### config.mk
export PLATFORM = sky130hd
export DESIGN_NAME = ldd_diag
export DESIGN_NICKNAME = d
export VERILOG_FILES = /design/src/include/ldd_pkg.sv /design/src/core/ldd_diag.sv
export SDC_FILE = /design/constraint.sdc
export NUM_CORES = 1
export LEC_CHECK = 0
export ABC_AREA = 1
export ABC_CLOCK_PERIOD_IN_PS = 2400
export BUFFER_PORTS_ARGS = -buffer_cell sky130_fd_sc_hd__buf_4
export CAP_MARGIN = 25
export CORE_ASPECT_RATIO = 1.75
export CORE_UTILIZATION = 50
export CTS_CLUSTER_DIAMETER = 150
export CTS_CLUSTER_SIZE = 10
export DETAILED_ROUTE_END_ITERATION = 6
export PLACE_DENSITY = 0.71
export SLEW_MARGIN = 20
export SYNTH_ARGS = -nofsm -noshare
export SYNTH_HDL_FRONTEND = slang
export SYNTH_SLANG_ARGS = --single-unit
### constraint.sdc
create_clock -name aclk -period 2.4 [get_ports aclk]
set_input_delay 0.12 -clock aclk [delete_from_list [all_inputs] [get_ports aclk]]
set_output_delay 0.12 -clock aclk [all_outputs]
set_load 0.02 [all_outputs]
### src/include/ldd_pkg.sv
// Constants, enumerations and register map of the LED driver diagnostics block
// What this block does
// - Select codes 00h-05h pick internal channels
// - Codes 10h-1Bh pick outputs; 1Ch-1Fh reserved
// - Auto-scan maximum stores highest output voltage
// - Maximum valid only after one PWM period
// - Only report faults; act on undervoltage only
// - Masking keeps detection, blocks reporting only
// - Disabled channel diagnostics report no faults
// - Reference mask blocks global flag, pin
// - Open mask blocks out, global flags, pin
// - Short mask blocks out, global flags, pin
// - Thermal mask blocks global flag, pin
// - CRC mask blocks global flag, pin
// - Undervoltage forces reset; recovery sets flags
// - Low supply pulses pin, sets flag
// - Fault clear resets flags, self-returns zero
// - Idle converter starts a supply conversion when no select is pending
// - Open, single-short diagnosis need adequate supply
// - Low-supply threshold spans 5 V to 20 V
// - Reference open and short comparators flag faults
// - Reference fault holds pin low continuously
// - Select write starts conversion, clears done
// - Result read clears done after completion
package ldd_pkg;

	localparam int unsigned NCH = 12;

	// ****************************************************************
	// Register offsets
	// ****************************************************************
	localparam logic [7:0] ADDR_CTRL   = 8'h00;
	localparam logic [7:0] ADDR_MASK   = 8'h04;
	localparam logic [7:0] ADDR_DIAG   = 8'h08;
	localparam logic [7:0] ADDR_TH     = 8'h0c;
	localparam logic [7:0] ADDR_SEL    = 8'h10;
	localparam logic [7:0] ADDR_RESULT = 8'h14;
	localparam logic [7:0] ADDR_SUPPLY = 8'h18;
	localparam logic [7:0] ADDR_STATUS = 8'h1c;
	localparam logic [7:0] ADDR_OPEN   = 8'h20;
	localparam logic [7:0] ADDR_SHORT  = 8'h24;
	localparam logic [7:0] ADDR_SS     = 8'h28;

	// ****************************************************************
	// Field positions and reset values
	// ****************************************************************
	localparam int unsigned CTRL_CLR  = 0;
	localparam int unsigned CTRL_SCAN = 1;
	localparam int unsigned CTRL_INIT = 2;
	localparam int unsigned MK_REF    = 0;
	localparam int unsigned MK_OPEN   = 1;
	localparam int unsigned MK_SHORT  = 2;
	localparam int unsigned MK_TSD    = 3;
	localparam int unsigned MK_CRC    = 4;
	localparam int unsigned MK_W      = 5;
	localparam int unsigned SEL_W     = 5;
	localparam logic [11:0] DIAG_EN_RST = 12'hfff;
	// Supply codes for 5 V and 20 V at 0.0804 V per step
	localparam logic [7:0]  TH_MIN = 8'h3d;
	localparam logic [7:0]  TH_MAX = 8'hf8;

	// ****************************************************************
	// Converter channel codes
	// ****************************************************************
	localparam logic [4:0] CH_SUPPLY = 5'h01;
	localparam logic [4:0] CH_MAX    = 5'h05;
	localparam logic [4:0] CH_RSV_LO = 5'h06;
	localparam logic [4:0] CH_RSV_HI = 5'h0f;
	localparam logic [4:0] CH_OUT0   = 5'h10;
	localparam logic [4:0] CH_OUT11  = 5'h1b;

	// ****************************************************************
	// Timing and bus answers
	// ****************************************************************
	localparam int unsigned PULSE_US = 50;
	localparam int unsigned CLK_MHZ  = 40;
	localparam logic [11:0] PULSE_CYC = 12'(PULSE_US * CLK_MHZ);
	localparam logic [1:0]  RESP_OKAY   = 2'h0;
	localparam logic [1:0]  RESP_SLVERR = 2'h2;

	// Synchroniser vector layout
	localparam int unsigned SY_SUP_UV = 0;
	localparam int unsigned SY_REG_UV = 1;
	localparam int unsigned SY_REF_I  = 2;
	localparam int unsigned SY_REF_V  = 3;
	localparam int unsigned SY_TSD    = 4;
	localparam int unsigned SY_OPEN   = 5;
	localparam int unsigned SY_SHORT  = SY_OPEN + NCH;
	localparam int unsigned SY_SS     = SY_SHORT + NCH;
	localparam int unsigned SY_W      = SY_SS + NCH;

	typedef enum logic [1:0] {PWR_POR, PWR_INIT, PWR_NORMAL} ldd_pwr_e;
	typedef enum logic [1:0] {ADC_IDLE, ADC_SUP, ADC_MAN, ADC_SCAN} ldd_adc_e;

endpackage : ldd_pkg

### src/core/ldd_diag.sv
// Diagnostics, fault reporting and converter sequencing with AXI4-Lite access
`timescale 1ns/1ps
`default_nettype none
module ldd_diag #(
	parameter int unsigned AW = 8
) (
	input  wire logic                       aclk,
	input  wire logic                       aresetn,
	input  wire logic [AW-1:0]              s_axi_awaddr,
	input  wire logic                       s_axi_awvalid,
	output logic                            s_axi_awready,
	input  wire logic [31:0]                s_axi_wdata,
	input  wire logic [3:0]                 s_axi_wstrb,
	input  wire logic                       s_axi_wvalid,
	output logic                            s_axi_wready,
	output logic [1:0]                      s_axi_bresp,
	output logic                            s_axi_bvalid,
	input  wire logic                       s_axi_bready,
	input  wire logic [AW-1:0]              s_axi_araddr,
	input  wire logic                       s_axi_arvalid,
	output logic                            s_axi_arready,
	output logic [31:0]                     s_axi_rdata,
	output logic [1:0]                      s_axi_rresp,
	output logic                            s_axi_rvalid,
	input  wire logic                       s_axi_rready,
	input  wire logic                       supply_uv,
	input  wire logic                       regulator_uv,
	input  wire logic                       ref_current_low,
	input  wire logic                       ref_voltage_low,
	input  wire logic                       tsd_det,
	input  wire logic [ldd_pkg::NCH-1:0]    open_det,
	input  wire logic [ldd_pkg::NCH-1:0]    short_det,
	input  wire logic [ldd_pkg::NCH-1:0]    ss_det,
	input  wire logic                       crc_err,
	input  wire logic                       pwm_period_end,
	input  wire logic                       adc_done,
	input  wire logic [7:0]                 adc_data,
	output logic                            adc_start,
	output logic [4:0]                      adc_mux,
	output logic                            err_n
);
	import ldd_pkg::*;

	// ****************************************************************
	// State
	// ****************************************************************
	typedef struct packed {
		logic [SY_W-1:0]  sy1;
		logic [SY_W-1:0]  sy2;
		ldd_pwr_e         pwr;
		ldd_adc_e         adc;
		logic             awready;
		logic             wready;
		logic             bvalid;
		logic [1:0]       bresp;
		logic             arready;
		logic             rvalid;
		logic [1:0]       rresp;
		logic [31:0]      rdata;
		logic             rd_result;
		logic             aw_have;
		logic             w_have;
		logic [7:0]       awaddr;
		logic [31:0]      wdata;
		logic [3:0]       wstrb;
		logic             fault_clear;
		logic             auto_scan;
		logic [MK_W-1:0]  mask;
		logic [NCH-1:0]   diag_en;
		logic [7:0]       low_th;
		logic [SEL_W-1:0] sel;
		logic             manual_pend;
		logic             adc_start;
		logic [4:0]       adc_mux;
		logic [3:0]       scan_idx;
		logic [7:0]       max_v;
		logic             period_seen;
		logic [7:0]       result;
		logic [7:0]       supply;
		logic             supply_ok;
		logic             done;
		logic             err;
		logic             out;
		logic             por;
		logic             low_sup;
		logic             ref_f;
		logic             tsd;
		logic             crc;
		logic [NCH-1:0]   open_f;
		logic [NCH-1:0]   short_f;
		logic [NCH-1:0]   ss_f;
		logic [11:0]      pulse_cnt;
		logic             err_n;
	} ldd_state_s;

	ldd_state_s       s;
	ldd_state_s       next_s;
	logic [SY_W-1:0]  pins_raw;
	logic             wr_fire;
	logic [31:0]      wr_word;
	logic [31:0]      wmask;
	logic             uv;
	logic             active;
	logic [NCH-1:0]   open_set;
	logic [NCH-1:0]   short_set;
	logic [NCH-1:0]   ss_set;
	logic             ref_set;
	logic             rep_open;
	logic             rep_short;
	logic             const_low;
	logic             trig;
	logic             lsup_evt;
	logic [7:0]       mx;

	assign pins_raw = {ss_det, short_det, open_det, tsd_det, ref_voltage_low,
		ref_current_low, regulator_uv, supply_uv};

	function automatic logic is_mapped(input logic [7:0] a);
		is_mapped = (a <= ADDR_SS) && (a[1:0] == 2'h0);
	endfunction : is_mapped

	function automatic logic [31:0] reg_word(input logic [7:0] a,
		input ldd_state_s st);
		reg_word = 32'h0;
		if (a == ADDR_CTRL) begin
			reg_word = {30'h0, st.auto_scan, st.fault_clear};
		end else if (a == ADDR_MASK) begin
			reg_word = {27'h0, st.mask};
		end else if (a == ADDR_DIAG) begin
			reg_word = {20'h0, st.diag_en};
		end else if (a == ADDR_TH) begin
			reg_word = {24'h0, st.low_th};
		end else if (a == ADDR_SEL) begin
			reg_word = {27'h0, st.sel};
		end else if (a == ADDR_RESULT) begin
			reg_word = {24'h0, st.result};
		end else if (a == ADDR_SUPPLY) begin
			reg_word = {24'h0, st.supply};
		end else if (a == ADDR_STATUS) begin
			reg_word = {21'h0, st.supply_ok, st.pwr, st.crc, st.tsd, st.ref_f,
				st.low_sup, st.por, st.out, st.err, st.done};
		end else if (a == ADDR_OPEN) begin
			reg_word = {20'h0, st.open_f};
		end else if (a == ADDR_SHORT) begin
			reg_word = {20'h0, st.short_f};
		end else if (a == ADDR_SS) begin
			reg_word = {20'h0, st.ss_f};
		end
	endfunction : reg_word

	// ****************************************************************
	// Next state
	// ****************************************************************
	always_comb begin
		next_s = s;
		next_s.sy1 = pins_raw;
		next_s.sy2 = s.sy1;
		next_s.adc_start = 1'b0;
		wr_fire = 1'b0;
		lsup_evt = 1'b0;
		mx = 8'h0;
		wmask = {{8{s.wstrb[3]}}, {8{s.wstrb[2]}}, {8{s.wstrb[1]}},
			{8{s.wstrb[0]}}};
		wr_word = (reg_word(s.awaddr, s) & ~wmask) | (s.wdata & wmask);
		uv = s.sy2[SY_SUP_UV] | s.sy2[SY_REG_UV];
		active = (s.pwr != PWR_POR) && !uv;
		open_set = s.sy2[SY_OPEN +: NCH] & s.diag_en & {NCH{s.supply_ok}};
		short_set = s.sy2[SY_SHORT +: NCH] & s.diag_en;
		ss_set = s.sy2[SY_SS +: NCH] & s.diag_en & {NCH{s.supply_ok}};
		ref_set = s.sy2[SY_REF_I] | s.sy2[SY_REF_V];
		rep_open = active && (|open_set) && !s.mask[MK_OPEN];
		rep_short = active && (|(short_set | ss_set)) && !s.mask[MK_SHORT];
		const_low = active && ((ref_set && !s.mask[MK_REF]) ||
			(s.sy2[SY_TSD] && !s.mask[MK_TSD]));

		// Read channel; done is cleared only once the data beat is taken
		if (s.rvalid && s_axi_rready) begin
			next_s.rvalid = 1'b0;
			next_s.rd_result = 1'b0;
			if (s.rd_result) begin
				next_s.done = 1'b0;
			end
		end
		if (s_axi_arvalid && s.arready) begin
			next_s.rvalid = 1'b1;
			next_s.rdata = reg_word(s_axi_araddr[7:0], s);
			next_s.rresp = is_mapped(s_axi_araddr[7:0]) ? RESP_OKAY : RESP_SLVERR;
			next_s.rd_result = (s_axi_araddr[7:0] == ADDR_RESULT);
		end
		next_s.arready = !next_s.rvalid;

		// Write channels are taken independently, applied when both are held
		if (s_axi_awvalid && s.awready) begin
			next_s.aw_have = 1'b1;
			next_s.awaddr = s_axi_awaddr[7:0];
		end
		if (s_axi_wvalid && s.wready) begin
			next_s.w_have = 1'b1;
			next_s.wdata = s_axi_wdata;
			next_s.wstrb = s_axi_wstrb;
		end
		if (s.bvalid && s_axi_bready) begin
			next_s.bvalid = 1'b0;
		end
		if (s.aw_have && s.w_have && !s.bvalid) begin
			wr_fire = 1'b1;
			next_s.aw_have = 1'b0;
			next_s.w_have = 1'b0;
			next_s.bvalid = 1'b1;
			next_s.bresp = is_mapped(s.awaddr) ? RESP_OKAY : RESP_SLVERR;
		end
		next_s.awready = !next_s.aw_have && !next_s.bvalid;
		next_s.wready = !next_s.w_have && !next_s.bvalid;

		// Clear acts first so that a fault in the same cycle survives
		if (s.fault_clear) begin
			next_s.fault_clear = 1'b0;
			next_s.err = 1'b0;
			next_s.out = 1'b0;
			next_s.por = 1'b0;
			next_s.low_sup = 1'b0;
			next_s.ref_f = 1'b0;
			next_s.tsd = 1'b0;
			next_s.crc = 1'b0;
			next_s.open_f = '0;
			next_s.short_f = '0;
			next_s.ss_f = '0;
		end

		if (wr_fire) begin
			if (s.awaddr == ADDR_CTRL) begin
				next_s.fault_clear = wr_word[CTRL_CLR];
				next_s.auto_scan = wr_word[CTRL_SCAN];
				if (wr_word[CTRL_INIT] && s.pwr == PWR_INIT) begin
					next_s.pwr = PWR_NORMAL;
				end
			end else if (s.awaddr == ADDR_MASK) begin
				next_s.mask = wr_word[MK_W-1:0];
			end else if (s.awaddr == ADDR_DIAG) begin
				next_s.diag_en = wr_word[NCH-1:0];
			end else if (s.awaddr == ADDR_TH) begin
				// Clamped so the threshold never leaves the usable span
				if (wr_word[7:0] < TH_MIN) begin
					next_s.low_th = TH_MIN;
				end else if (wr_word[7:0] > TH_MAX) begin
					next_s.low_th = TH_MAX;
				end else begin
					next_s.low_th = wr_word[7:0];
				end
			end else if (s.awaddr == ADDR_SEL) begin
				next_s.sel = wr_word[SEL_W-1:0];
				next_s.done = 1'b0;
				next_s.manual_pend = 1'b1;
				next_s.period_seen = 1'b0;
			end
		end

		// ****************************************************************
		// Converter sequencer
		// ****************************************************************
		case (s.adc)
			ADC_IDLE: begin
				if (s.manual_pend) begin
					next_s.manual_pend = 1'b0;
					if ((s.sel >= CH_RSV_LO && s.sel <= CH_RSV_HI) ||
						s.sel > CH_OUT11) begin
						next_s.result = 8'h0;
						next_s.done = 1'b1;
					end else if (s.sel == CH_MAX && s.auto_scan) begin
						next_s.scan_idx = 4'h0;
						next_s.adc_mux = CH_OUT0;
						next_s.adc_start = 1'b1;
						next_s.adc = ADC_SCAN;
					end else begin
						next_s.adc_mux = s.sel;
						next_s.adc_start = 1'b1;
						next_s.adc = ADC_MAN;
					end
				end else begin
					next_s.adc_mux = CH_SUPPLY;
					next_s.adc_start = 1'b1;
					next_s.adc = ADC_SUP;
				end
			end
			ADC_SUP: begin
				if (adc_done) begin
					next_s.supply = adc_data;
					next_s.supply_ok = (adc_data >= s.low_th);
					if (adc_data < s.low_th) begin
						next_s.low_sup = 1'b1;
						lsup_evt = s.supply_ok;
					end
					next_s.adc = ADC_IDLE;
				end
			end
			ADC_MAN: begin
				if (adc_done) begin
					// A newer select discards this result
					if (!s.manual_pend) begin
						next_s.result = adc_data;
						next_s.done = 1'b1;
					end
					next_s.adc = ADC_IDLE;
				end
			end
			ADC_SCAN: begin
				if (pwm_period_end) begin
					next_s.period_seen = 1'b1;
				end
				if (adc_done) begin
					mx = (s.scan_idx == 4'h0 || adc_data > s.max_v) ?
						adc_data : s.max_v;
					next_s.max_v = mx;
					if (s.manual_pend) begin
						next_s.adc = ADC_IDLE;
					end else if (s.scan_idx == 4'(NCH - 1)) begin
						if (s.period_seen) begin
							next_s.result = mx;
							next_s.done = 1'b1;
							next_s.adc = ADC_IDLE;
						end else begin
							next_s.scan_idx = 4'h0;
							next_s.adc_mux = CH_OUT0;
							next_s.adc_start = 1'b1;
						end
					end else begin
						next_s.scan_idx = s.scan_idx + 4'h1;
						next_s.adc_mux = 5'(CH_OUT0 + {1'b0, next_s.scan_idx});
						next_s.adc_start = 1'b1;
					end
				end
			end
			default: begin
				next_s.adc = ADC_IDLE;
			end
		endcase

		// ****************************************************************
		// Power state and fault latching
		// ****************************************************************
		trig = 1'b0;
		if (uv) begin
			next_s.pwr = PWR_POR;
			next_s.done = 1'b0;
			next_s.err = 1'b0;
			next_s.out = 1'b0;
			next_s.por = 1'b0;
			next_s.low_sup = 1'b0;
			next_s.ref_f = 1'b0;
			next_s.tsd = 1'b0;
			next_s.crc = 1'b0;
			next_s.open_f = '0;
			next_s.short_f = '0;
			next_s.ss_f = '0;
			next_s.pulse_cnt = 12'h0;
		end else if (s.pwr == PWR_POR) begin
			next_s.pwr = PWR_INIT;
			next_s.por = 1'b1;
			next_s.err = 1'b1;
		end else begin
			next_s.open_f = next_s.open_f | open_set;
			next_s.short_f = next_s.short_f | short_set;
			next_s.ss_f = next_s.ss_f | ss_set;
			next_s.ref_f = next_s.ref_f | ref_set;
			next_s.tsd = next_s.tsd | s.sy2[SY_TSD];
			next_s.crc = next_s.crc | crc_err;
			if (rep_open || rep_short) begin
				next_s.out = 1'b1;
			end
			if (rep_open || rep_short || const_low ||
				(ref_set && !s.mask[MK_REF]) ||
				(s.sy2[SY_TSD] && !s.mask[MK_TSD]) ||
				(crc_err && !s.mask[MK_CRC])) begin
				next_s.err = 1'b1;
			end
			trig = lsup_evt || (crc_err && !s.mask[MK_CRC]) ||
				((|(open_set & ~s.open_f)) && !s.mask[MK_OPEN]) ||
				((|((short_set & ~s.short_f) | (ss_set & ~s.ss_f))) &&
				!s.mask[MK_SHORT]);
			if (trig) begin
				next_s.pulse_cnt = PULSE_CYC;
			end else if (s.pulse_cnt != 12'h0) begin
				next_s.pulse_cnt = s.pulse_cnt - 12'h1;
			end
		end
		next_s.err_n = !((next_s.pulse_cnt != 12'h0) || const_low);
	end

	always_ff @(posedge aclk) begin
		if (!aresetn) begin
			s <= '0;
			s.awready <= 1'b1;
			s.wready <= 1'b1;
			s.arready <= 1'b1;
			s.diag_en <= DIAG_EN_RST;
			s.low_th <= TH_MIN;
			s.err_n <= 1'b1;
		end else begin
			s <= next_s;
		end
	end

	assign s_axi_awready = s.awready;
	assign s_axi_wready  = s.wready;
	assign s_axi_bvalid  = s.bvalid;
	assign s_axi_bresp   = s.bresp;
	assign s_axi_arready = s.arready;
	assign s_axi_rvalid  = s.rvalid;
	assign s_axi_rdata   = s.rdata;
	assign s_axi_rresp   = s.rresp;
	assign adc_start     = s.adc_start;
	assign adc_mux       = s.adc_mux;
	assign err_n         = s.err_n;
endmodule : ldd_diag
`default_nettype wire

### Word level (Yosys, flattened, before mapping)

Cells that the tools add are included.

| storage, ports and cells | value |
|---|---|
| register bits | 278 |
| bits of input ports | 111 |
| output and inout port bits | 48 |
| word-level logic and storage cells | 336 |

| cells by class | value |
|---|---|
| add/subtract/negate cells | 3 |
| magnitude comparators | 10 |
| eq/ne operators | 41 |
| mux-type cells | 117 |
| bitwise logic cells | 30 |
| reduce and logical (&&, ||, !) cells | 88 |

Operators with widths:

| kind | count |
|---|---|
| $mux W12 | 25 |
| $and A12 B12 Y12 | 10 |
| $mux W8 | 11 |
| $or A12 B12 Y12 | 6 |
| $eq A8 B5 Y1 const B | 8 |
| $mux W1 | 54 |
| $mux W51 | 1 |
| $eq A8 B6 Y1 const B | 6 |
| $not A12 Y12 | 4 |
| $reduce_or A12 Y1 | 4 |
| $mux W43 | 1 |
| $mux W10 | 4 |
| $mux W36 | 1 |
| $eq A8 B4 Y1 const B | 4 |
| $logic_and A1 B1 Y1 | 25 |
| $pmux W8 S3 | 1 |
| $reduce_bool A12 Y1 | 2 |
| $mux W2 | 10 |
| $ne A2 B2 Y1 const B | 10 |
| $pmux W10 S2 | 1 |
| $mux W18 | 1 |
| $eq A8 B3 Y1 const B | 2 |
| $le A8 B6 Y1 const B | 2 |
| $logic_not A8 Y1 | 2 |
| 40 further kinds | 94 |

### Logic depth before layout (Yosys ltp)

Gate-level depths: netlist of run 1.

| logic depth | value |
|---|---|
| depth after elaboration | 19 |
| gate-level depth with buffers | 17 |
| gate-level depth less buffers | 16 |

### Worst setup path before layout of run 1

No wires, ideal clock.

| timing | value |
|---|---|
| kind | register to register |
| start | reg s[78] (netlist name) |
| end | reg s[75] (netlist name) |
| library setup time | 0.115 ns |
| data arrival time | 1.812 ns |
| required time | 2.285 ns |
| path slack | 0.473 ns |
| stages on the path, launching flop included | 13 |
| buffers on the path | 1 |
| clock period less this slack | 1.927 ns |
| path through | dfxtp_1 inv_1 ha_1 nand2_1 o21ai_0 a21oi_1 o211ai_1 o21ai_0 nand2_1 clkbuf_1 o21ai_0 o21ai_0 inv_1 |

| between the ends | value |
|---|---|
| cells in the longest elaborated chain, start to end | 3 |

Ends and longest elaborated chain:

| item | RTL line | source |
|---|---|---|
| start, declared | ldd_diag.sv:96 | `ldd_state_s s;` |
| start signal, assigned | ldd_diag.sv:399 | `s <= next_s;` |
| $gt A8 B8 Y1 | ldd_diag.sv:311 | `mx = (s.scan_idx == 4'h0 \|\| adc_data > s.max_v) ?` |
| $logic_or A1 B1 Y1 | ldd_diag.sv:311 |  |
| $mux W8 | ldd_diag.sv:311 |  |

Every way passes these cells.
A chain may end at the register's enable or synchronous reset.

### Final worst setup path of run 1

| timing | value |
|---|---|
| start | reg s[169] (netlist name) |
| end | reg s[102] (netlist name) |

| between the ends | value |
|---|---|
| cells in the longest elaborated chain, start to end | 17 |
| elaborated cells between the ends (all ways) | 32 |
| classes of those cells | 2 x order compare; 10 x eq/ne; 13 x mux; 5 x bitwise; 2 x reduce/logical |

Ends and longest elaborated chain:

| item | RTL line | source |
|---|---|---|
| $eq A8 B6 Y1 | ldd_diag.sv:146 | `end else if (a == ADDR_SS) begin` |
| $mux W12 | ldd_diag.sv:146 |  |
| $mux W12 | ldd_diag.sv:144 | `end else if (a == ADDR_SHORT) begin` |
| $mux W12 | ldd_diag.sv:142 | `end else if (a == ADDR_OPEN) begin` |
| $mux W12 | ldd_diag.sv:139 | `end else if (a == ADDR_STATUS) begin` |
| $mux W12 | ldd_diag.sv:137 | `end else if (a == ADDR_SUPPLY) begin` |
| $mux W12 | ldd_diag.sv:135 | `end else if (a == ADDR_RESULT) begin` |
| $mux W12 | ldd_diag.sv:133 | `end else if (a == ADDR_SEL) begin` |
| $mux W12 | ldd_diag.sv:131 | `end else if (a == ADDR_TH) begin` |
| $mux W12 | ldd_diag.sv:129 | `end else if (a == ADDR_DIAG) begin` |
| $mux W12 | ldd_diag.sv:127 | `end else if (a == ADDR_MASK) begin` |
| $mux W12 | ldd_diag.sv:125 | `if (a == ADDR_CTRL) begin` |
| $and A12 B12 Y12 | ldd_diag.sv:164 | `wr_word = (reg_word(s.awaddr, s) & ~wmask) \| (s.wdata & wmask);` |
| $or A12 B12 Y12 | ldd_diag.sv:164 |  |
| $gt A8 B8 Y1 | ldd_diag.sv:245 | `end else if (wr_word[7:0] > TH_MAX) begin` |
| $mux W8 | ldd_diag.sv:245 |  |
| $mux W8 | ldd_diag.sv:243 | `if (wr_word[7:0] < TH_MIN) begin` |

Parallel ways exist; a longest one is shown, timed or not.

==> summary.md, run 1 <==
| Metric | Value |
|---|---|
| DR WL/cell | `~20 µm` |
| Commonest non-fill, non-tap cells in the layout | `321 x nand2_1, 260 x inv_1, 255 x dfxtp_1` |
| EDFF count, synth | `0` |
| CTS Buf Count | `29` |
| Worst path max stage delay | `~320 ps` |
| Vias in the first global route | `around 12000` |
| H-tree levels | `1` |
| Fill cells | `~2200` |
| MaxCap Viol Count | `0` |
| Netlist Area Pre-Place | `between 0.01 and 0.015 mm²` |
| Crit Path Class | `reg2reg` |
| Status | `finished clean` |
| Initial antenna violation count | `0` |
| Final Non-Filler Cells | `between 2000 and 2500` |
| Setup violators final | `0` |
| Vias | `12300` |
| Final GP Congestion | `between 1 and 1.5` |
| Synth warnings | `0` |
| CP max-delay cell | `dfxtp_1` |
| Crit path max fanout | `5` |
| Final #Nets | `2069` |
| Port bufs | `between 100 and 150` |
| Synth Flop Type | `dfxtp_1` |
| Share of cells above drive strength 1 | `approximately 17%` |
| PwrDens | `721 mW/mm²` |
| DRT iter0 DRCs | `between 700 and 800` |
| Arr. time, crit path | `approximately 2700 ps` |
| Fmax | `between 400 and 500 MHz` |
| Clock buffer depth | `3` |
| Area of the multi-input gates | `roughly 0.0057 mm²` |
| Slew @ Worst Pin | `about 790 ps` |
| Initial Utilization | `between 50% and 60%` |
| CTS Sinks | `256` |
| Most common cell after layout, fill and taps aside | `nand2_1` |
| Grt ovf | `0` |
| Total GRT Usage | `34.8%` |
| Placeable core area | `~0.024 mm²` |
| Fraction of registers with async set/reset | `0%` |
| Largest net degree at the start of global routing | `76` |
| CTS tree | `yes` |
| #FFs+latches synth | `approximately 260` |
| Minimum clock period | `between 2000 and 2500 ps` |
| ANT cells | `0` |
| Placed Cells | `between 2000 and 2500` |
| Sequential share of the synthesized area | `between 40 and 50%` |
| Peak supply drop | `between 0.5 and 0.6 mV` |
| CTS clk-pin slew, worst paths | `50 ps` |
| Setup TNS | `0 ps` |
| Reg area | `0.00513 mm²` |
| Hold depth | `4` |
| Critical path endpoint category | `flip-flop` |
| Worst setup SP type | `flip-flop` |
| WL final | `43.8 mm` |
| Num rows | `75` |
| Die ar. | `approximately 0.025 mm²` |
| Rel. slew slack | `about 48%` |
| P&R area growth vs syn | `24.6%` |
| Leakage | `approximately 7.4 nW` |
| Final max-slew violation count | `0` |
| Number of antenna-violating nets in the routed design | `0` |
| TritonRoute pass-1 iters | `5` |
| Crit share post-route | `between 90% and 100%` |
| Hpwl dp | `roughly 33 mm` |
| Io pins | `approximately 160` |
| Avg Inst Size Synth | `~7.3 µm²` |
| Root Buffer | `clkbuf_16` |
| Reg2reg path depth | `16` |
| Die Wd | `between 100 and 150 µm` |
| Most used cell, CP | `nand2_1` |
| Critical path required time | `~2800 ps` |
| Post-DR vias/cell | `about 5.5` |
| Fin Hold WS | `42.1 ps` |
| Cell Chain, Critical Path | `nor2_2 > nand3_2 > nor2_4 > inv_1 > nand2_1 > nor2_1 > nand3_1 > nand2_1 > nand2_1 > a21oi_4 > nand2_1 > nand2_1 > o21bai_2 > inv_2 > nand2_4 > o211ai_2` |
| First-pass GRT wire length | `between 60 and 70 mm` |
| Hold Violations, Final | `0` |
| RSZ-0062 raised after global routing | `false` |
| Clock skew | `between 15 and 20 ps` |
| Hold WC Path Type | `in2reg` |
| Synth Instances | `1696` |
| Vert. Die Dim | `210 µm` |
| Library cells used by synthesis | `57` |
| Drt drc | `0` |
| Clk Latency, worst-skew pair | `570 ps` |
[through the flow]
step | power (mW) | cell area [µm²] | worst slack, ps | util [%]
CTS | 11.0 | 15300 | 23.4 | 63.3
detailed placement | 7.06 | 13700 | 74.4 | 56.8
floorplan | 6.33 | 12400 | 473 | -
finish | 11.1 | 15400 | 114 | 63.8
global route | 11.6 | 15400 | 0.157 | 63.8
global placement | 7.03 | 13700 | 96.9 | 56.8
[Yosys cell counts (3+ instances only)]
cell type	instances	area [µm²]
nand2_2	15	93.8
a221oi_1	7	61.3
ha_1	26	325
a21oi_1	132	661
inv_1	262	983
xor2_1	6	52.6
nor2_2	9	56.3
buf_2	7	35.0
a211oi_1	8	60.1
nor2_1	126	473
clkbuf_1	41	154
nand4_1	25	156
dfxtp_1	256	5120
a22oi_1	7	52.6
xnor2_1	3	26.3
nand2_1	323	1210
nand3_1	79	395
o22ai_1	48	300
nor3_2	3	30.0
inv_2	18	67.6
nand3_2	7	70.1
nand2_4	8	90.1
o21ai_0	122	611
o211ai_2	3	37.5
buf_4	42	315
nor4_1	8	50.1
o211ai_1	26	195
nor3_1	8	40.0
buf_6	5	56.3
o21ai_1	10	50.1
nor2_4	5	56.3
o221ai_1	5	43.8
a31oi_1	14	87.6
[registers in the layout, summed over array words and instances, names as in the netlist, 5 cells and up]
register and count:
s 189, next_s 41, s_axi_rdata 12, adc_mux 5
[layer usage]
layer / global-route usage, % / share of wire (%) / wire length [µm] / up-vias
met5: 0 / 0 / 0 / -
met4: 28.2 / 8.9 / 3910 / 0
met3: 3.56 / 3.9 / 1720 / 182
met2: 66.5 / 53 / 23300 / 434
met1: 32.7 / 34 / 14800 / 5764
li1: - / - / - / 5952
[worst max-delay path: cells and delay by family, from the launching register on]
family | cells | cell delay (ps)
simple gates | 11 | 1340
flops | 1 | 320
compound gates | 3 | 310
buf+inv | 2 | 180
[cell families (layout without fill, tap and decap cells)]
family                   count (synthesis)  after routing  share of synthesized area [%]
other                                    1             22                         0.0304
AO/OA/AOI/OAI                          397            397                           18.7
buffers and inverters                  380            595                           13.5
XOR/XNOR                                 9              9                          0.639
adder cells (fa/ha/maj)                 26             26                           2.64
flip-flops                             256            256                           41.5
AND/OR/NAND/NOR                        627            627                           23.0
[final timing paths]
kind / slack, ps / start / endpoint
max: 110 / s[169]$_SDFFE_PN0P_ / s[102]$_SDFFE_PN1P_
min: 40 / s_axi_wvalid / s[141]$_SDFFE_PN0P_
max reg2reg: 110 / s[169]$_SDFFE_PN0P_ / s[102]$_SDFFE_PN1P_
min reg2reg: 410 / next_s[220]$_SDFF_PN0_ / s[220]$_SDFF_PN0_
[timing repair]
action                                  in CTS  in global routing
endpoints found under the hold margin       92                  0
hold buffers                                78                  0
setup buffers                                0                  7
endpoints found under the setup margin       0                 27
gates resized for setup                      0                 22
[report_power, final]
group | internal, mW | leakage [nW] | total [mW] | switching, mW
Clock | 2.23 | 0.381 | 3.91 | 1.68
Combinational | 0.902 | 4.93 | 2.35 | 1.45
Sequential | 4.58 | 2.10 | 4.84 | 0.256
[final cells by class]
type	instances	area share, %
multi-input cells	1081	36.9
flip-flops and latches	256	33.4
repair buffers	283	15.3
inverters	281	6.88
clock buffers	29	4.72
well taps	308	2.51
clock inverters	2	0.326
No activity file was read; power rests on OpenSTA's default activity.
==> run 2: changes to the inputs <==
--- a/config.mk
+++ b/config.mk
@@ -6,7 +6,7 @@
 export NUM_CORES = 1
 export LEC_CHECK = 0
 export ABC_AREA = 1
-export ABC_CLOCK_PERIOD_IN_PS = 2400
+export ABC_CLOCK_PERIOD_IN_PS = 2100
 export BUFFER_PORTS_ARGS = -buffer_cell sky130_fd_sc_hd__buf_4
 export CAP_MARGIN = 25
 export CORE_ASPECT_RATIO = 1.75
@@ -14,7 +14,7 @@
 export CTS_CLUSTER_DIAMETER = 150
 export CTS_CLUSTER_SIZE = 10
 export DETAILED_ROUTE_END_ITERATION = 6
-export PLACE_DENSITY = 0.71
+export PLACE_DENSITY = 0.7
 export SLEW_MARGIN = 20
 export SYNTH_ARGS = -nofsm -noshare
 export SYNTH_HDL_FRONTEND = slang
==> constraint.sdc (replaced) <==
create_clock -name aclk -period 2.1 [get_ports aclk]
set_input_delay 0.105 -clock aclk [delete_from_list [all_inputs] [get_ports aclk]]
set_output_delay 0.105 -clock aclk [all_outputs]
set_load 0.02 [all_outputs]
==> summary.md, run 2 (synthesis results as in run 1) <==
| Metric | Value |
|---|---|
| Total GRT Usage | `36.1% (+1.2 points)` |
| Hold WC Path Type | `in2reg` |
| TritonRoute pass-1 iters | `5 (unchanged)` |
| PwrDens | `771 mW/mm² (+6.9%)` |
| Critical path required time | `2600 ps (-240 ps)` |
| Crit path max fanout | `7 (+2)` |
| Worst setup path start | `s[162]$_SDFFE_PN0P_` |
| Commonest non-fill, non-tap cells in the layout | `324 x buf_4, 295 x nand2_1, 253 x inv_1` |
| ANT cells | `0 (unchanged)` |
| Setup violators final | `10 (+10)` |
| P&R area growth vs syn | `39.5%` |
| MaxCap Viol Count | `0 (unchanged)` |
| CTS tree | `yes` |
| Hpwl dp | `34.2 mm (+4.7%)` |
| Arr. time, crit path | `2720 ps (about the same)` |
| WL final | `46.3 mm (+5.9%)` |
| Clock skew | `13.9 ps (-5.81 ps)` |
| Worst setup SP type | `flip-flop` |
| Drt drc | `0 (unchanged)` |
| Vias | `13000 (+5.7%)` |
| Minimum clock period | `2220 ps (-65.3 ps)` |
| Most common cell after layout, fill and taps aside | `buf_4` |
| Cell area after layout | `0.0172 mm² (+12%)` |
| Hold Violations, Final | `0 (unchanged)` |
| Rel. slew slack | `63.7% (+16 points)` |
| Initial antenna violation count | `0 (unchanged)` |
| Share of cells above drive strength 1 | `27.6% (+11 points)` |
| HP Start | `s_axi_wvalid` |
| Violated checks | `setup timing` |
| CTS Buf Count | `29 (unchanged)` |
| RSZ-0062 raised after global routing | `true` |
| Fmax | `450 MHz (+2.9%)` |
| Placeable core area | `0.0241 mm² (unchanged)` |
| Num rows | `75 (unchanged)` |
| Reg with most FFs | `s` |
| Placed Area | `0.0147 mm² (+7.5%)` |
| Fin Hold WS | `47.7 ps (+5.59 ps)` |
| First-pass GRT wire length | `68.8 mm (+3.8%)` |
| CTS clk-pin slew, worst paths | `50 ps (about the same)` |
| Clock buffer depth | `3 (unchanged)` |
| Grt ovf | `0 (unchanged)` |
| Io pins | `159 (unchanged)` |
| Leakage | `8.29 nW (+12%)` |
| CTS Sinks | `256 (unchanged)` |
| Initial Utilization | `51.2% (unchanged)` |
| Status | `finished with violations` |
| Worst Slack Setup Final | `-120 ps (-235 ps)` |
| H-tree levels | `1 (unchanged)` |
| Final core utilization | `71.4% (+7.6 points)` |
| DRT iter0 DRCs | `810 (+5.2%)` |
| Root Buffer | `clkbuf_16` |
| Vias in the first global route | `13000 (+5.0%)` |
| Post-DR vias/cell | `5.46 (-0.84%)` |
| Crit Path Class | `reg2reg` |
| Port bufs | `114 (unchanged)` |
| Critical path endpoint category | `flip-flop` |
| Slew @ Worst Pin | `544 ps (-242 ps)` |
| Final #Nets | `2216 (+7.1%)` |
| Largest net degree at the start of global routing | `145 (+91%)` |
| FF-to-FF Start | `s[162]$_SDFFE_PN0P_` |
| Number of antenna-violating nets in the routed design | `0 (unchanged)` |
| Die Wd | `121 µm (unchanged)` |
| Final GP Congestion | `1.03 (+1.4%)` |
| Peak supply drop | `0.659 mV (+13%)` |
| DR WL/cell | `19.4 µm (-0.64%)` |
| Max reg flops | `189 (unchanged)` |
| Die ar. | `0.0253 mm² (unchanged)` |
| Final max-slew violation count | `0 (unchanged)` |
| Clk Latency, worst-skew pair | `570 ps (about the same)` |
| Crit share post-route | `106% (+10 points)` |
| Vert. Die Dim | `210 µm (unchanged)` |
-- run 2: report_power, final --
| group | switching (mW) | internal, mW |
|---|---|---|
| Clock | 1.93 | 2.55 |
| Combinational | 1.89 | 1.39 |
| Sequential | 0.274 | 5.24 |
| Total | 4.09 | 9.18 |
-- run 2: critical path, cell delays in order (launching register included) --
cell     delay [ps]
dfxtp_1         310
inv_2           100
nand2_8         100
nor2_8          180
buf_12          120
nand2_4          70
or2_0           190
nand2_1         100
nand4_1         160
nand2_1         160
nand2_2         110
nand3_4          90
nor2_2           50
nor2_2          180
nand3_2          90
a21oi_2         140
-- run 2: worst paths after layout --
check	endpoint	cells past startpoint	slack [ps]
setup reg to reg	s[100]$_SDFFE_PN0P_	15	-120
setup / recovery	s[100]$_SDFFE_PN0P_	15	-120
hold reg to reg	s[224]$_SDFF_PN0_	2	410
hold / removal	s[126]$_SDFFE_PN0P_	4	50
-- run 2: layer usage --
layer  track usage, %  share of wire (%)  vias up
met5                0                  0        -
li1                 -                  -     6243
met4             34.4                 11        0
met2             66.2                 52      489
met3             3.91                4.3      229
met1             34.0                 33     6070
-- run 2: stage by stage --
| stage | worst slack (ps) | power, mW | cells | setup TNS [ps] |
|---|---|---|---|---|
| CTS | -51.0 | 13.0 | 2370 | -225 |
| floorplan | 173 | 7.23 | 1717 | 0 |
| finish | -120 | 13.3 | 2387 | -741 |
| global route | -210 | 13.8 | 2387 | -2620 |
| global placement | -190 | 8.33 | 2245 | -2510 |
| detailed placement | -218 | 8.36 | 2245 | -4270 |
-- run 2: area by class of cell --
type	count	area [µm²]
tap	308	385
timing repair buffer	429	3640
fill	1886	6910
multi-input combinational	1082	6190
clock buffer	29	726
sequential	256	5140
inverter	281	1070
clock inverter	2	50.0
-- run 2: repair_timing --
action                     CTS  global route
hold endpoints to repair    89             2
setup buffers               15            18
hold buffers                78             1
resized for setup           61           133
setup endpoints to repair   40            66
pin swaps                   17            65
gates cloned                 1             0
